$ cat config.mk
export PLATFORM = sky130hd
export DESIGN_NAME = evt_timer
export DESIGN_NICKNAME = d
export VERILOG_FILES = /design/src/verilog/evt_pkg.sv /design/src/verilog/evt_timer.sv
export SDC_FILE = /design/constraint.sdc
export NUM_CORES = 1
export LEC_CHECK = 0
export ABC_CLOCK_PERIOD_IN_PS = 2690
export BUFFER_PORTS_ARGS = -buffer_cell sky130_fd_sc_hd__buf_2
export CAP_MARGIN = 0
export CORE_ASPECT_RATIO = 1.5
export CORE_MARGIN = 8
export CORE_UTILIZATION = 55
export DETAILED_ROUTE_END_ITERATION = 7
export GPL_TIMING_DRIVEN = 0
export MAX_ROUTING_LAYER = met4
export PLACE_DENSITY = 0.8
export REMOVE_ABC_BUFFERS = 1
export SLEW_MARGIN = 30
export SYNTH_ARGS = -nofsm -noshare
export SYNTH_HDL_FRONTEND = slang
export SYNTH_SLANG_ARGS = --single-unit
$ cat constraint.sdc
create_clock -name core_clk -period 2.69 [get_ports core_clk]
set_input_delay 0.538 -clock core_clk [delete_from_list [all_inputs] [get_ports core_clk]]
set_output_delay 0.538 -clock core_clk [all_outputs]
set_load 0.01 [all_outputs]
$ cat src/verilog/evt_pkg.sv
// Constants, field layouts and carrier types for the 8-bit event timer.
// Assumes a single core_clk domain and an APB master with 32-bit data.
//
// Summary of operation
// - Counter equals constant B sets match flag B
// - Counter equals constant A sets match flag A
// - Counter wrap from FF to 00 sets flag
// - Flags clear by writing 0 after reading 1
// - Reserved status and trigger bits read one
// - Match B drives pin: hold, 0, 1, toggle
// - Match A drives pin with same encoding
// - Pin low after reset; A and B independent
// - Trigger edge: off, rising, falling, both
// - Trigger enable gates start and halt behaviour
// - Halt after clear, resume on trigger edge
// - Internal select bit refines clock select field
// - Counting begins once valid clock is selected
// - Wrap requests interrupt when its enable set
// - Match fires in last cycle of equality
// - Matches request interrupts when enables set
// - Clear select 01/10 clears on match A/B
// - Clear select 11 clears on reset pin rise
// - Prescaled clocks /4 to /128, external edges
// - Simultaneous matches: toggle over 1 over 0
package evt_pkg;

  // ----------------------------------------------------------------
  // Register byte offsets
  // ----------------------------------------------------------------
  localparam logic [7:0] EVT_OFF_COUNT = 8'h00;
  localparam logic [7:0] EVT_OFF_CONST_A = 8'h04;
  localparam logic [7:0] EVT_OFF_CONST_B = 8'h08;
  localparam logic [7:0] EVT_OFF_CTRL0 = 8'h0C;
  localparam logic [7:0] EVT_OFF_STATUS = 8'h10;
  localparam logic [7:0] EVT_OFF_CTRL1 = 8'h14;

  // ----------------------------------------------------------------
  // Reset values and field positions
  // ----------------------------------------------------------------
  localparam logic [7:0] EVT_RST_COUNT = 8'h00;
  localparam logic [7:0] EVT_RST_CONST = 8'hFF;
  localparam logic [7:0] EVT_COUNT_MAX = 8'hFF;
  localparam int EVT_BIT_FLAG_B = 7;
  localparam int EVT_BIT_FLAG_A = 6;
  localparam int EVT_BIT_WRAP = 5;
  localparam logic [7:0] EVT_STATUS_RSVD = 8'h10;
  localparam logic [7:0] EVT_CTRL1_RSVD = 8'hE2;
  localparam int EVT_DIV_W = 7;

  // Pin output actions (output-select encoding)
  localparam logic [1:0] EVT_ACT_HOLD = 2'h0;
  localparam logic [1:0] EVT_ACT_LOW = 2'h1;
  localparam logic [1:0] EVT_ACT_HIGH = 2'h2;
  localparam logic [1:0] EVT_ACT_TOGGLE = 2'h3;

  // Clear select encoding
  localparam logic [1:0] EVT_CLR_NONE = 2'h0;
  localparam logic [1:0] EVT_CLR_MATCH_A = 2'h1;
  localparam logic [1:0] EVT_CLR_MATCH_B = 2'h2;
  localparam logic [1:0] EVT_CLR_PIN = 2'h3;

  // ----------------------------------------------------------------
  // Carrier types
  // ----------------------------------------------------------------
  typedef struct packed {
    logic match_b_interrupt_enable;
    logic match_a_interrupt_enable;
    logic wrap_interrupt_enable;
    logic [1:0] clear_select;
    logic [2:0] clock_select;
  } evt_ctrl0_t;

  typedef struct packed {
    logic [1:0] trigger_edge;
    logic trigger_enable;
    logic internal_clock_select;
  } evt_ctrl1_t;

  typedef struct packed {
    logic match_flag_b;
    logic match_flag_a;
    logic wrap_flag;
    logic [1:0] output_select_b;
    logic [1:0] output_select_a;
  } evt_status_t;

endpackage

$ cat src/verilog/evt_timer.sv
// 8-bit event timer with two compare registers, waveform pin and trigger.
// Assumes an APB master on core_clk; the three input pins are asynchronous.
`timescale 1ns/1ps

module evt_timer
  import evt_pkg::*;
(
  input wire logic core_clk,
  input wire logic sys_rst,
  input wire logic psel,
  input wire logic penable,
  input wire logic pwrite,
  input wire logic [7:0] paddr,
  input wire logic [31:0] pwdata,
  output logic [31:0] prdata,
  output logic pready,
  output logic pslverr,
  input wire logic external_clock_pin,
  input wire logic counter_reset_pin,
  input wire logic trigger_pin,
  output logic waveform_out_pin,
  output logic irq_match_a,
  output logic irq_match_b,
  output logic irq_wrap
);

  // ----------------------------------------------------------------
  // State
  // ----------------------------------------------------------------
  logic [7:0] count_q; // event_counter
  logic [7:0] const_a_q; // constant_register_a
  logic [7:0] const_b_q; // constant_register_b
  evt_ctrl0_t ctrl0_q; // primary_timer_control
  evt_ctrl1_t ctrl1_q; // trigger_and_clock_control
  evt_status_t status_q; // timer_status_output_select
  logic [2:0] armed_q; // Flag seen as 1 by a status read (B, A, wrap)
  logic run_q; // Trigger gate: counting allowed
  logic [EVT_DIV_W-1:0] div_q; // Free-running prescaler
  logic src_lvl_q; // Previous selected source level
  logic [2:0] sync1_q; // First synchroniser stage, read only by stage two
  logic [2:0] sync2_q; // Second synchroniser stage
  logic [2:0] pin_prev_q; // Delayed stage two for edge detection

  // ----------------------------------------------------------------
  // Bus decode
  // ----------------------------------------------------------------
  logic setup_ph;
  logic wr_fire;
  logic rd_fire;
  logic wr_count;
  logic wr_const_a;
  logic wr_const_b;
  logic wr_ctrl0;
  logic wr_status;
  logic wr_ctrl1;
  logic rd_status;
  logic addr_ok;

  // Setup cycle is when read data and the answer are prepared
  assign setup_ph = psel & ~penable;
  // Access edge at which the registered ready is sampled high
  assign wr_fire = psel & penable & pready & pwrite;
  assign rd_fire = psel & penable & pready & ~pwrite;
  assign addr_ok = (paddr == EVT_OFF_COUNT) | (paddr == EVT_OFF_CONST_A) | (paddr == EVT_OFF_CONST_B) |
                   (paddr == EVT_OFF_CTRL0) | (paddr == EVT_OFF_STATUS) | (paddr == EVT_OFF_CTRL1);
  assign wr_count = wr_fire & (paddr == EVT_OFF_COUNT);
  assign wr_const_a = wr_fire & (paddr == EVT_OFF_CONST_A);
  assign wr_const_b = wr_fire & (paddr == EVT_OFF_CONST_B);
  assign wr_ctrl0 = wr_fire & (paddr == EVT_OFF_CTRL0);
  assign wr_status = wr_fire & (paddr == EVT_OFF_STATUS);
  assign wr_ctrl1 = wr_fire & (paddr == EVT_OFF_CTRL1);
  assign rd_status = rd_fire & (paddr == EVT_OFF_STATUS);

  // ----------------------------------------------------------------
  // Pin synchronisers
  // ----------------------------------------------------------------
  logic [2:0] pin_raw;
  logic [2:0] pin_rise;
  logic [2:0] pin_fall;

  assign pin_raw = {trigger_pin, counter_reset_pin, external_clock_pin};

  // Two flops per pin, then a third for edge detection
  genvar gi;
  generate
    for (gi = 0; gi < 3; gi++)
    begin : g_sync
      always_ff @(posedge core_clk)
      begin
        if (sys_rst)
        begin
          sync1_q[gi] <= 1'b0;
          sync2_q[gi] <= 1'b0;
          pin_prev_q[gi] <= 1'b0;
        end
        else
        begin
          sync1_q[gi] <= pin_raw[gi];
          sync2_q[gi] <= sync1_q[gi];
          pin_prev_q[gi] <= sync2_q[gi];
        end
      end
      assign pin_rise[gi] = sync2_q[gi] & ~pin_prev_q[gi];
      assign pin_fall[gi] = ~sync2_q[gi] & pin_prev_q[gi];
    end
  endgenerate

  // ----------------------------------------------------------------
  // Clock source selection
  // ----------------------------------------------------------------
  logic [2:0] div_idx;
  logic src_int;
  logic src_lvl;
  logic count_tick;

  // Prescaler taps /4 up to /128 from the select pair
  always_comb
  begin
    div_idx = 3'({ctrl0_q.clock_select[1:0] - 2'd1, ctrl1_q.internal_clock_select}) + 3'd1;
    src_int = (ctrl0_q.clock_select[2] == 1'b0) && (ctrl0_q.clock_select[1:0] != 2'd0);
    src_lvl = src_int ? div_q[div_idx] : 1'b0;
  end

  // Free-running prescaler
  always_ff @(posedge core_clk)
  begin
    if (sys_rst)
      div_q <= '0;
    else
      div_q <= div_q + 1'b1;
  end

  // Falling-edge history of the selected internal tap
  always_ff @(posedge core_clk)
  begin
    if (sys_rst)
      src_lvl_q <= 1'b0;
    else
      src_lvl_q <= src_lvl;
  end

  // Count request; a tap switch that looks like a fall counts too
  always_comb
  begin
    case (ctrl0_q.clock_select)
      3'h5: count_tick = pin_rise[0];
      3'h6: count_tick = pin_fall[0];
      3'h7: count_tick = pin_rise[0] | pin_fall[0];
      3'h1, 3'h2, 3'h3: count_tick = src_lvl_q & ~src_lvl;
      default: count_tick = 1'b0; // Clock input prohibited
    endcase
  end

  // ----------------------------------------------------------------
  // Compare, clear and trigger
  // ----------------------------------------------------------------
  logic inc;
  logic eq_a;
  logic eq_b;
  logic match_a;
  logic match_b;
  logic clr;
  logic wrap;
  logic trig_edge;

  always_comb
  begin
    // Counting is gated only while trigger mode is on
    inc = count_tick & (run_q | ~ctrl1_q.trigger_enable);
    eq_a = (count_q == const_a_q);
    eq_b = (count_q == const_b_q);
    // Match in the last cycle of equality; a constant write inhibits it
    match_a = eq_a & inc & ~wr_const_a;
    match_b = eq_b & inc & ~wr_const_b;
    // Counter clear sources
    case (ctrl0_q.clear_select)
      EVT_CLR_MATCH_A: clr = match_a;
      EVT_CLR_MATCH_B: clr = match_b;
      EVT_CLR_PIN: clr = pin_rise[1];
      default: clr = 1'b0;
    endcase
    wrap = inc & (count_q == EVT_COUNT_MAX) & ~clr;
    // Trigger edge selection
    case (ctrl1_q.trigger_edge)
      2'h1: trig_edge = pin_rise[2];
      2'h2: trig_edge = pin_fall[2];
      2'h3: trig_edge = pin_rise[2] | pin_fall[2];
      default: trig_edge = 1'b0;
    endcase
  end

  // Counter: clear beats a bus write, a bus write beats an increment
  always_ff @(posedge core_clk)
  begin
    if (sys_rst)
      count_q <= EVT_RST_COUNT;
    else if (clr)
      count_q <= EVT_RST_COUNT;
    else if (wr_count)
      count_q <= pwdata[7:0];
    else if (inc)
      count_q <= count_q + 8'h01;
  end

  // Halt after a clear, restart on the chosen trigger edge
  always_ff @(posedge core_clk)
  begin
    if (sys_rst)
      run_q <= 1'b1;
    else if (!ctrl1_q.trigger_enable)
      run_q <= 1'b1;
    else if (trig_edge)
      run_q <= 1'b1;
    else if (clr)
      run_q <= 1'b0;
  end

  // ----------------------------------------------------------------
  // Constant and control registers
  // ----------------------------------------------------------------
  always_ff @(posedge core_clk)
  begin
    if (sys_rst)
    begin
      const_a_q <= EVT_RST_CONST;
      const_b_q <= EVT_RST_CONST;
    end
    else
    begin
      if (wr_const_a)
        const_a_q <= pwdata[7:0];
      if (wr_const_b)
        const_b_q <= pwdata[7:0];
    end
  end

  // Control registers; reserved control bits are not stored
  always_ff @(posedge core_clk)
  begin
    if (sys_rst)
    begin
      ctrl0_q <= '0;
      ctrl1_q <= '0;
    end
    else
    begin
      if (wr_ctrl0)
        ctrl0_q <= evt_ctrl0_t'(pwdata[7:0]);
      if (wr_ctrl1)
        ctrl1_q <= evt_ctrl1_t'({pwdata[4:2], pwdata[0]});
    end
  end

  // ----------------------------------------------------------------
  // Status flags and output selects
  // ----------------------------------------------------------------
  logic [2:0] flag_set;
  logic [2:0] flag_clr;

  assign flag_set = {match_b, match_a, wrap};
  // Only a 0 written after a read of 1 clears; all else leaves the flag
  assign flag_clr = {3{wr_status}} & ~pwdata[7:5] & armed_q;

  // Set wins over a clear in the same cycle
  always_ff @(posedge core_clk)
  begin
    if (sys_rst)
    begin
      status_q <= '0;
    end
    else
    begin
      status_q.match_flag_b <= flag_set[2] | (status_q.match_flag_b & ~flag_clr[2]);
      status_q.match_flag_a <= flag_set[1] | (status_q.match_flag_a & ~flag_clr[1]);
      status_q.wrap_flag <= flag_set[0] | (status_q.wrap_flag & ~flag_clr[0]);
      if (wr_status)
      begin
        status_q.output_select_b <= pwdata[3:2];
        status_q.output_select_a <= pwdata[1:0];
      end
    end
  end

  // Arm only the flags that the read returned as 1; disarm on their clear
  // The live flags could already hold a set that the reader never saw
  always_ff @(posedge core_clk)
  begin
    if (sys_rst)
      armed_q <= '0;
    else if (rd_status)
      armed_q <= prdata[7:5];
    else
      armed_q <= armed_q & ~flag_clr;
  end

  // ----------------------------------------------------------------
  // Waveform pin
  // ----------------------------------------------------------------
  logic [1:0] act_a;
  logic [1:0] act_b;
  logic do_tog;
  logic do_high;
  logic do_low;

  // Combine both actions, toggle over 1 over 0
  always_comb
  begin
    act_a = match_a ? status_q.output_select_a : EVT_ACT_HOLD;
    act_b = match_b ? status_q.output_select_b : EVT_ACT_HOLD;
    do_tog = (act_a == EVT_ACT_TOGGLE) | (act_b == EVT_ACT_TOGGLE);
    do_high = (act_a == EVT_ACT_HIGH) | (act_b == EVT_ACT_HIGH);
    do_low = (act_a == EVT_ACT_LOW) | (act_b == EVT_ACT_LOW);
  end

  // Pin stays low from reset until the first match acts
  always_ff @(posedge core_clk)
  begin
    if (sys_rst)
      waveform_out_pin <= 1'b0;
    else if (do_tog)
      waveform_out_pin <= ~waveform_out_pin;
    else if (do_high)
      waveform_out_pin <= 1'b1;
    else if (do_low)
      waveform_out_pin <= 1'b0;
  end

  // ----------------------------------------------------------------
  // Interrupt requests
  // ----------------------------------------------------------------
  // Levels follow flag and enable, one cycle behind for a clean flop output
  always_ff @(posedge core_clk)
  begin
    if (sys_rst)
    begin
      irq_match_a <= 1'b0;
      irq_match_b <= 1'b0;
      irq_wrap <= 1'b0;
    end
    else
    begin
      irq_match_a <= status_q.match_flag_a & ctrl0_q.match_a_interrupt_enable;
      irq_match_b <= status_q.match_flag_b & ctrl0_q.match_b_interrupt_enable;
      irq_wrap <= status_q.wrap_flag & ctrl0_q.wrap_interrupt_enable;
    end
  end

  // ----------------------------------------------------------------
  // APB answer
  // ----------------------------------------------------------------
  logic [7:0] rd_mux;

  // Read data; reserved bits always read as one
  always_comb
  begin
    case (paddr)
      EVT_OFF_COUNT: rd_mux = count_q;
      EVT_OFF_CONST_A: rd_mux = const_a_q;
      EVT_OFF_CONST_B: rd_mux = const_b_q;
      EVT_OFF_CTRL0: rd_mux = ctrl0_q;
      EVT_OFF_STATUS: rd_mux = {status_q[6:4], 1'b0, status_q[3:0]} | EVT_STATUS_RSVD;
      EVT_OFF_CTRL1: rd_mux = {3'b000, ctrl1_q[3:1], 1'b0, ctrl1_q[0]} | EVT_CTRL1_RSVD;
      default: rd_mux = 8'h00;
    endcase
  end

  // Answer prepared in setup, so ready is high in the first access cycle.
  // Status is sampled one cycle early; a flag set in that cycle is not armed,
  // so it cannot be cleared by a write that never saw it.
  always_ff @(posedge core_clk)
  begin
    if (sys_rst)
    begin
      prdata <= 32'h0000_0000;
      pready <= 1'b0;
      pslverr <= 1'b0;
    end
    else if (setup_ph)
    begin
      prdata <= {24'h00_0000, rd_mux};
      pready <= 1'b1;
      pslverr <= ~addr_ok;
    end
    else
    begin
      pready <= 1'b0;
      pslverr <= 1'b0;
    end
  end

endmodule

==> impl_summary.txt, run 1 <==
----------------------------------------------------
[Final layout]
  Final Cell Area ... 0.004451 sq mm
  Core Util, Final ... 0.6158
  Filler cell count ... 640
  Post-layout net count ... 553
  Final cell count without fillers ... 599
  Count of antenna diodes in the layout ... 0
  Area of the multi-input gates ... 0.002277 sq mm
  Register cell area after layout ... 0.001562 sq mm
  Synth-to-Final Area Change ... 8.977%
  Fraction of final layout cells with drive strength greater than 1 ... 0.1563

[Worst setup path]
  Critical Path Start Type ... primary input
  Worst setup EP type ... flip-flop
  Critical path class ... primary input to flip-flop
  Data arrival time of the critical path ... 2.88 ns
  Data required time of the critical path ... 2.96 ns
  Critical-path maximum fanout ... 9

[Logic synthesis]
  Number of distinct library cell variants in the gate-level netlist after synthesis ... 50
  Synthesized netlist cell count ... 476
  Number of synthesized flops with an enable pin ... 0
  YS warnings ... 0
  Count of state elements after synthesis ... 78
  Flip-flop cell with the highest count after synthesis ... dfxtp_1
  Post-synthesis cell area ... 0.004084 sq mm
  Average cell area after synthesis ... 8.580 sq um
  Share of flip-flops with an asynchronous set or reset ... 0
  Share of the yosys chip area belonging to registers ... 0.3824

[Drt]
  Final wirelength ... 9719 um
  First DRT Iteration DRCs ... 186
  ANT nets after route ... 0
  Via count of the routed design ... 3403
  Routed wire length per instance ... 16.23 um
  Via count normalized by instance count ... 5.681
  DRC Markers ... 0
  First-pass DRT Iterations ... 5

[Power]
  Power Density ... 542.4 mW/mm^2
  Leak Pwr ... 1.790 nW
  Worst IR drop on VDD ... 373.1 uV

[GRT]
  Overall overflow remaining after global route ... 0
  Overall fraction of global-route tracks in use ... 0.1950
  Initial antenna violation count ... 0
  Wire length of the first global-routing pass ... 15640 um
  Largest net degree at the start of global routing ... 71
  Number of global-route vias before repair ... 3382

[Timing]
  Worst Skew ... 0.01280 ns
  Hold Vio Cnt, Final ... 0
  Number of setup violations in the final report ... 0
  Measured slew at the worst slew-check pin ... 0.7039 ns
  Fmax ... 383.3 MHz
  Minimum setup slack in the final design ... 0.08076 ns
  Remaining max-slew budget at the tightest pin ... 0.5272
  Clock period minus worst slack ... 2.609 ns
  Unrepaired setup endpoints after global routing ... false
  Slew Viols, Final ... 0
  Final critical-path share of the clock period ... 0.9700

[Clocking]
  Number of levels in the clock H-tree ... 3
  Clock slew at reported path FFs ... 0.08 ns
  Worst-Skew Late Latency ... 0.37 ns
  Number of buffers created by CTS ... 9
  Buffers from clock root to sink, at most ... 2
  Cell at the root of the clock tree ... clkbuf_8
  Clock tree from TritonCTS ... done
  Hold-fix buffer count after cts ... 0
  Clock sink count ... 78

[Placement]
  Number of placed cells counting well taps ... 582
  Number of I/O port buffers ... 37
  Routability Congestion ... 0.9714
  Post-Place Cell Area ... 0.004195 sq mm
  Worst slack at placement ... -0.2624 ns
  Detailed placer's ending HPWL ... 7006 um

[Die]
  Core Rows ... 38
  Die X-Extent ... 86.36 um
  Core ar. ... 0.007227 sq mm
  Die Y-Extent ... 121.5 um
  Total Die Area ... 0.01050 sq mm
  Number of I/O pins ... 86
  Effective utilization at floorplan ... 0.5651

[Job]
  Max-capacitance violation count ... 0

[Worst hold path]
  Hold crit path type ... primary input to flip-flop

[Outcome]
  Run status ... finished clean

----------------------------------------------------
[layer usage]
metal | routed length, um | global-route usage | vias up
li1 | - | - | 1626
met3 | 584 | 0.04113 | 48
met4 | 543 | 0.1645 | 0
met1 | 3570 | 0.1832 | 1578
met5 | 0 | - | -
met2 | 5021 | 0.3319 | 151
[flip-flops by register name, indices dropped and copies added, names as in the netlist]
signal,count
const_a_q,8
const_b_q,8
count_q,8
ctrl0_q,8
prdata,8
div_q,7
status_q,7
ctrl1_q,4
armed_q,3
pin_prev_q,3
sync1_q,3
sync2_q,3
irq_match_a,1
irq_match_b,1
irq_wrap,1
pready,1
pslverr,1
run_q,1
src_lvl_q,1
waveform_out_pin,1
[final timing paths]
| check | endpoint | start | slack [ns] | cells after the start |
|---|---|---|---|---|
| setup / recovery | status_q[4]$_SDFF_PP0_ | paddr[1] | 0.08 | 7 |
| hold / removal | sync1_q[1]$_SDFF_PP0_ | counter_reset_pin | 0.38 | 2 |
| setup reg to reg | status_q[4]$_SDFF_PP0_ | pready$_SDFF_PP0_ | 0.13 | 6 |
| hold reg to reg | sync2_q[1]$_SDFF_PP0_ | sync1_q[1]$_SDFF_PP0_ | 0.44 | 1 |
[synth_stat cells, drive strengths merged (4+ instances only)]
| cell | number | share of area |
|---|---|---|
| a211oi | 17 | 0.031 |
| a21oi | 29 | 0.036 |
| a22oi | 6 | 0.011 |
| and3 | 6 | 0.0092 |
| buf | 29 | 0.049 |
| clkbuf | 26 | 0.024 |
| dfxtp | 78 | 0.38 |
| ha | 11 | 0.034 |
| inv | 10 | 0.0092 |
| mux2i | 9 | 0.022 |
| mux4 | 6 | 0.033 |
| nand2 | 66 | 0.061 |
| nand3 | 17 | 0.021 |
| nand3b | 19 | 0.035 |
| nand4 | 10 | 0.018 |
| nor2 | 49 | 0.045 |
| nor2b | 13 | 0.020 |
| nor3 | 6 | 0.011 |
| o211ai | 5 | 0.0092 |
| o22ai | 4 | 0.0061 |
| xnor2 | 21 | 0.045 |
| xor2 | 8 | 0.017 |
[report_power, final]
group / internal (W) / leakage, nW / switching [W]
clock network: 0.000640 / 0.126 / 0.000432
registers: 0.00117 / 0.633 / 0.0000109
logic: 0.0000607 / 1.03 / 0.0000988
total: 0.00187 / 1.79 / 0.000541
[kinds of logic after synthesis]
logic type	count (synthesis)	share of synthesized area
compound gates	69	0.1100
xor+xnor	29	0.06220
fa+ha+maj	11	0.03370
buf+inv	65	0.08211
flops	78	0.3824
mux	18	0.06342
other cells	1	0.0009182
simple gates	205	0.2653
[area by class of cell]
| type | count | share of cell area |
|---|---|---|
| timing repair buffer | 39 | 0.04554 |
| multi-input combinational | 356 | 0.5117 |
| clock inverter | 6 | 0.02446 |
| inverter | 10 | 0.008434 |
| tap | 100 | 0.02811 |
| sequential | 78 | 0.3509 |
| clock buffer | 10 | 0.03092 |
[worst max-delay path, cell delays in order]
cell,delay [ns]
buf_2,0.10
or4_4,0.58
nor4_4,0.66
nor3_2,0.22
nand4_2,0.19
nand4b_4,0.21
o41ai_2,0.37
[through the flow]
stage | TNS, ns | hold WS [ns] | total power [W]
floorplan | 0 | 0.4138 | 0.001291
CTS | 0 | 0.3702 | 0.002428
finish | 0 | 0.3783 | 0.002414
global route | 0 | 0.3743 | 0.002482
global placement | -1.478 | 0.4168 | 0.001365
detailed placement | -1.702 | 0.4242 | 0.001369
[cell usage in the layout, fill, tap and decap left out, types with 10 or more instances in the layout]
cell	netlist	layout
clkbuf_8	0	10
nor2b_1	13	12
a211oi_1	17	17
dfxtp_1	78	78
xnor2_1	21	21
inv_1	10	10
conb_1	1	24
ha_1	11	11
nand3b_1	19	19
a21oi_1	29	29
nand3_1	17	17
buf_2	1	36
nor2_1	49	49
nand2_1	66	66
[what timing repair did]
action,in CTS,in global routing
endpoints found under the setup margin,4,1
pin swaps,1,0
buffers inserted,1,0
cloned,0,0
gates resized for setup,0,1
Power figures use the tool's default switching activity.
==> run 2, diff against run 1 <==
--- a/config.mk
+++ b/config.mk
@@ -10,13 +10,14 @@
 export CAP_MARGIN = 0
 export CORE_ASPECT_RATIO = 1.5
 export CORE_MARGIN = 8
-export CORE_UTILIZATION = 55
+export CORE_UTILIZATION = 50
 export DETAILED_ROUTE_END_ITERATION = 7
 export GPL_TIMING_DRIVEN = 0
 export MAX_ROUTING_LAYER = met4
-export PLACE_DENSITY = 0.8
+export PLACE_DENSITY = 0.74
 export REMOVE_ABC_BUFFERS = 1
 export SLEW_MARGIN = 30
 export SYNTH_ARGS = -nofsm -noshare
 export SYNTH_HDL_FRONTEND = slang
 export SYNTH_SLANG_ARGS = --single-unit
+export TNS_END_PERCENT = 100
==> run 2 against run 1 <==
  * Routed wire length rose by 3.6%
  * Count of clock-buffer cells in the layout did not move
  * Non-clock buffer count is 2 higher
  * Utilization fell by 4.4 points
  * First-iteration DRC count increased by 57%
  * Clock power is 22% higher
  * Largest power group is now the clock network
==> impl_summary.txt, run 2 (synthesized netlist as in run 1, its figures left out) <==
----------------------------------------------------
[Outcome]
  Run status ... finished clean

[Worst setup path]
  Data arrival time of the critical path ... 2.80 ns
  Data required time of the critical path ... 2.93 ns
  CP max stage delay ... 0.57 ns
  Cell at the slowest stage of the critical path ... nor4_4
  Worst setup EP type ... flip-flop
  Critical-path maximum fanout ... 31
  Critical-path cell list ... buf_2 > nand2b_1 > nor4_4 > nor3_2 > nand4_2 > nand4b_4 > o41ai_2
  Critical Path Start Type ... primary input
  Kind of cell with the highest combined delay on the critical path ... simple AND/OR/NAND/NOR gates
  Register-to-register setup slack ... 0.26 ns
  Worst r2r dst ... status_q[4]$_SDFF_PP0_
  Buf+Inv Stages, Crit Path ... 1
  Depth of the worst register-to-register path ... 8
  Critical path class ... primary input to flip-flop
  Launch point of the worst reg-to-reg path ... ctrl0_q[0]$_SDFFE_PP0P_

[Clocking]
  Clock tree from TritonCTS ... done
  Clock slew at reported path FFs ... 0.06 ns
  Number of buffers created by CTS ... 9
  Cell at the root of the clock tree ... clkbuf_16
  Hold-fix buffer count after cts ... 0
  Clock sink count ... 78
  Number of levels in the clock H-tree ... 3
  Buffers from clock root to sink, at most ... 2
  Worst-Skew Late Latency ... 0.34 ns

[Die]
  Core Rows ... 40
  Core ar. ... 0.007958 sq mm
  Number of I/O pins ... 86
  Die Y-Extent ... 126.7 um
  Effective utilization at floorplan ... 0.5132
  Die X-Extent ... 89.79 um
  Total Die Area ... 0.01138 sq mm

[Final layout]
  Core Util, Final ... 0.5717
  Post-layout net count ... 555
  Fraction of final layout cells with drive strength greater than 1 ... 0.1597
  Filler cell count ... 722
  Synth-to-Final Area Change ... 11.40%
  Most common cell after layout, fill and taps aside ... dfxtp_1
  Area of the multi-input gates ... 0.002277 sq mm
  Register cell area after layout ... 0.001562 sq mm
  Count of antenna diodes in the layout ... 0
  Commonest cells after routing, fill and taps aside ... 78 x dfxtp_1, 66 x nand2_1, 49 x nor2_1

[GRT]
  Number of global-route vias before repair ... 3411
  Initial antenna violation count ... 0
  Global routing met1 resource utilization ... 0.1778
  Met3 Track Usage GR ... 0.03778
  Routing usage on met2 ... 0.3152
  Overall overflow remaining after global route ... 0
  Most used routing layer in global routing ... met2
  Largest net degree at the start of global routing ... 71
  Wire length of the first global-routing pass ... 16410 um
  Overall fraction of global-route tracks in use ... 0.1856

[Timing]
  Slew Viols, Final ... 0
  Final critical-path share of the clock period ... 0.9506
  Minimum setup slack in the final design ... 0.1328 ns
  Hold Vio Cnt, Final ... 0
  Remaining max-slew budget at the tightest pin ... 0.5503
  Clock period minus worst slack ... 2.557 ns
  Measured slew at the worst slew-check pin ... 0.6745 ns
  Worst Skew ... 0.006269 ns
  Number of setup violations in the final report ... 0
  Fmax ... 391.1 MHz

[Power]
  Power Density ... 584.2 mW/mm^2
  Leak Pwr ... 1.829 nW
  Total power ... 0.002658 W
  Worst IR drop on VDD ... 341.8 uV

[Drt]
  Routed wire length per instance ... 16.61 um
  First-pass DRT Iterations ... 5
  Via count of the routed design ... 3384
  DRC Markers ... 0
  Final wirelength ... 10070 um
  First DRT Iteration DRCs ... 292
  ANT nets after route ... 0
  Via count normalized by instance count ... 5.584

[Worst hold path]
  HP Start ... counter_reset_pin
  Hold crit path type ... primary input to flip-flop
  End point of the most critical hold path ... sync1_q[1]$_SDFF_PP0_
  Hold path depth ... 2

[Placement]
  Detailed placer's ending HPWL ... 7235 um
  Routability Congestion ... 0.9280
  Worst slack at placement ... -0.2933 ns
  Number of I/O port buffers ... 37

[Job]
  Max-capacitance violation count ... 0

----------------------------------------------------
run 2: cell types whose count changed in the layout (fill, tap and decap cells not counted):
cell	change
clkbuf_16	+9
clkbuf_8	-9
buf_4	+2
clkinvlp_4	+2
bufinv_16	-1
clkinv_4	-1
run 2: worst max path at each step:
stage	startpoint	cells past startpoint	slack, ns	to
3_5_place_dp	paddr[1]	7	-0.29	status_q[4]$_SDFF_PP0_
6_report	paddr[2]	7	0.13	status_q[4]$_SDFF_PP0_
2_1_floorplan	paddr[1]	6	0.28	status_q[4]$_SDFF_PP0_
4_1_cts	paddr[1]	7	0.05	status_q[4]$_SDFF_PP0_
5_1_grt	paddr[2]	7	-0.0001	status_q[4]$_SDFF_PP0_
3_3_place_gp	paddr[1]	7	-0.29	status_q[4]$_SDFF_PP0_
run 2: power breakdown:
part,switching [W],internal (W)
sequential,0.0000110,0.00117
clock,0.000478,0.000833
combinational,0.000100,0.0000607
run 2: stage by stage:
stage	cells	instance area (sq um)	TNS (ns)	hold WS (ns)
after floorplan	444	3872	0	0.4138
after global placement	586	4189	-1.961	0.4151
after detailed placement	587	4202	-1.712	0.4204
after CTS	604	4533	0	0.3968
after global routing	606	4549	-0.00009504	0.4049
final	606	4549	0	0.4015
run 2: final cells by class:
| type | count | share of cell area |
|---|---|---|
| well taps | 105 | 0.02888 |
| multi-input cells | 356 | 0.5005 |
| repair buffers | 41 | 0.04785 |
| clock buffers | 10 | 0.05253 |
| flip-flops and latches | 78 | 0.3432 |
| inverters | 10 | 0.008251 |
| clock inverters | 6 | 0.01870 |
run 2: routing by layer:
metal	wire length [um]	up-vias	part of all wire
met5	0	-	0
met4	484	0	0.048
met3	541	34	0.054
met2	5244	108	0.52
met1	3794	1611	0.38
li1	-	1631	-
run 2: timing repair:
action	CTS	global route
resized for setup	0	1
cloned	0	0
endpoints found under the hold margin	0	0
pin swaps	1	1
setup endpoints to repair	4	1
setup buffers	1	2
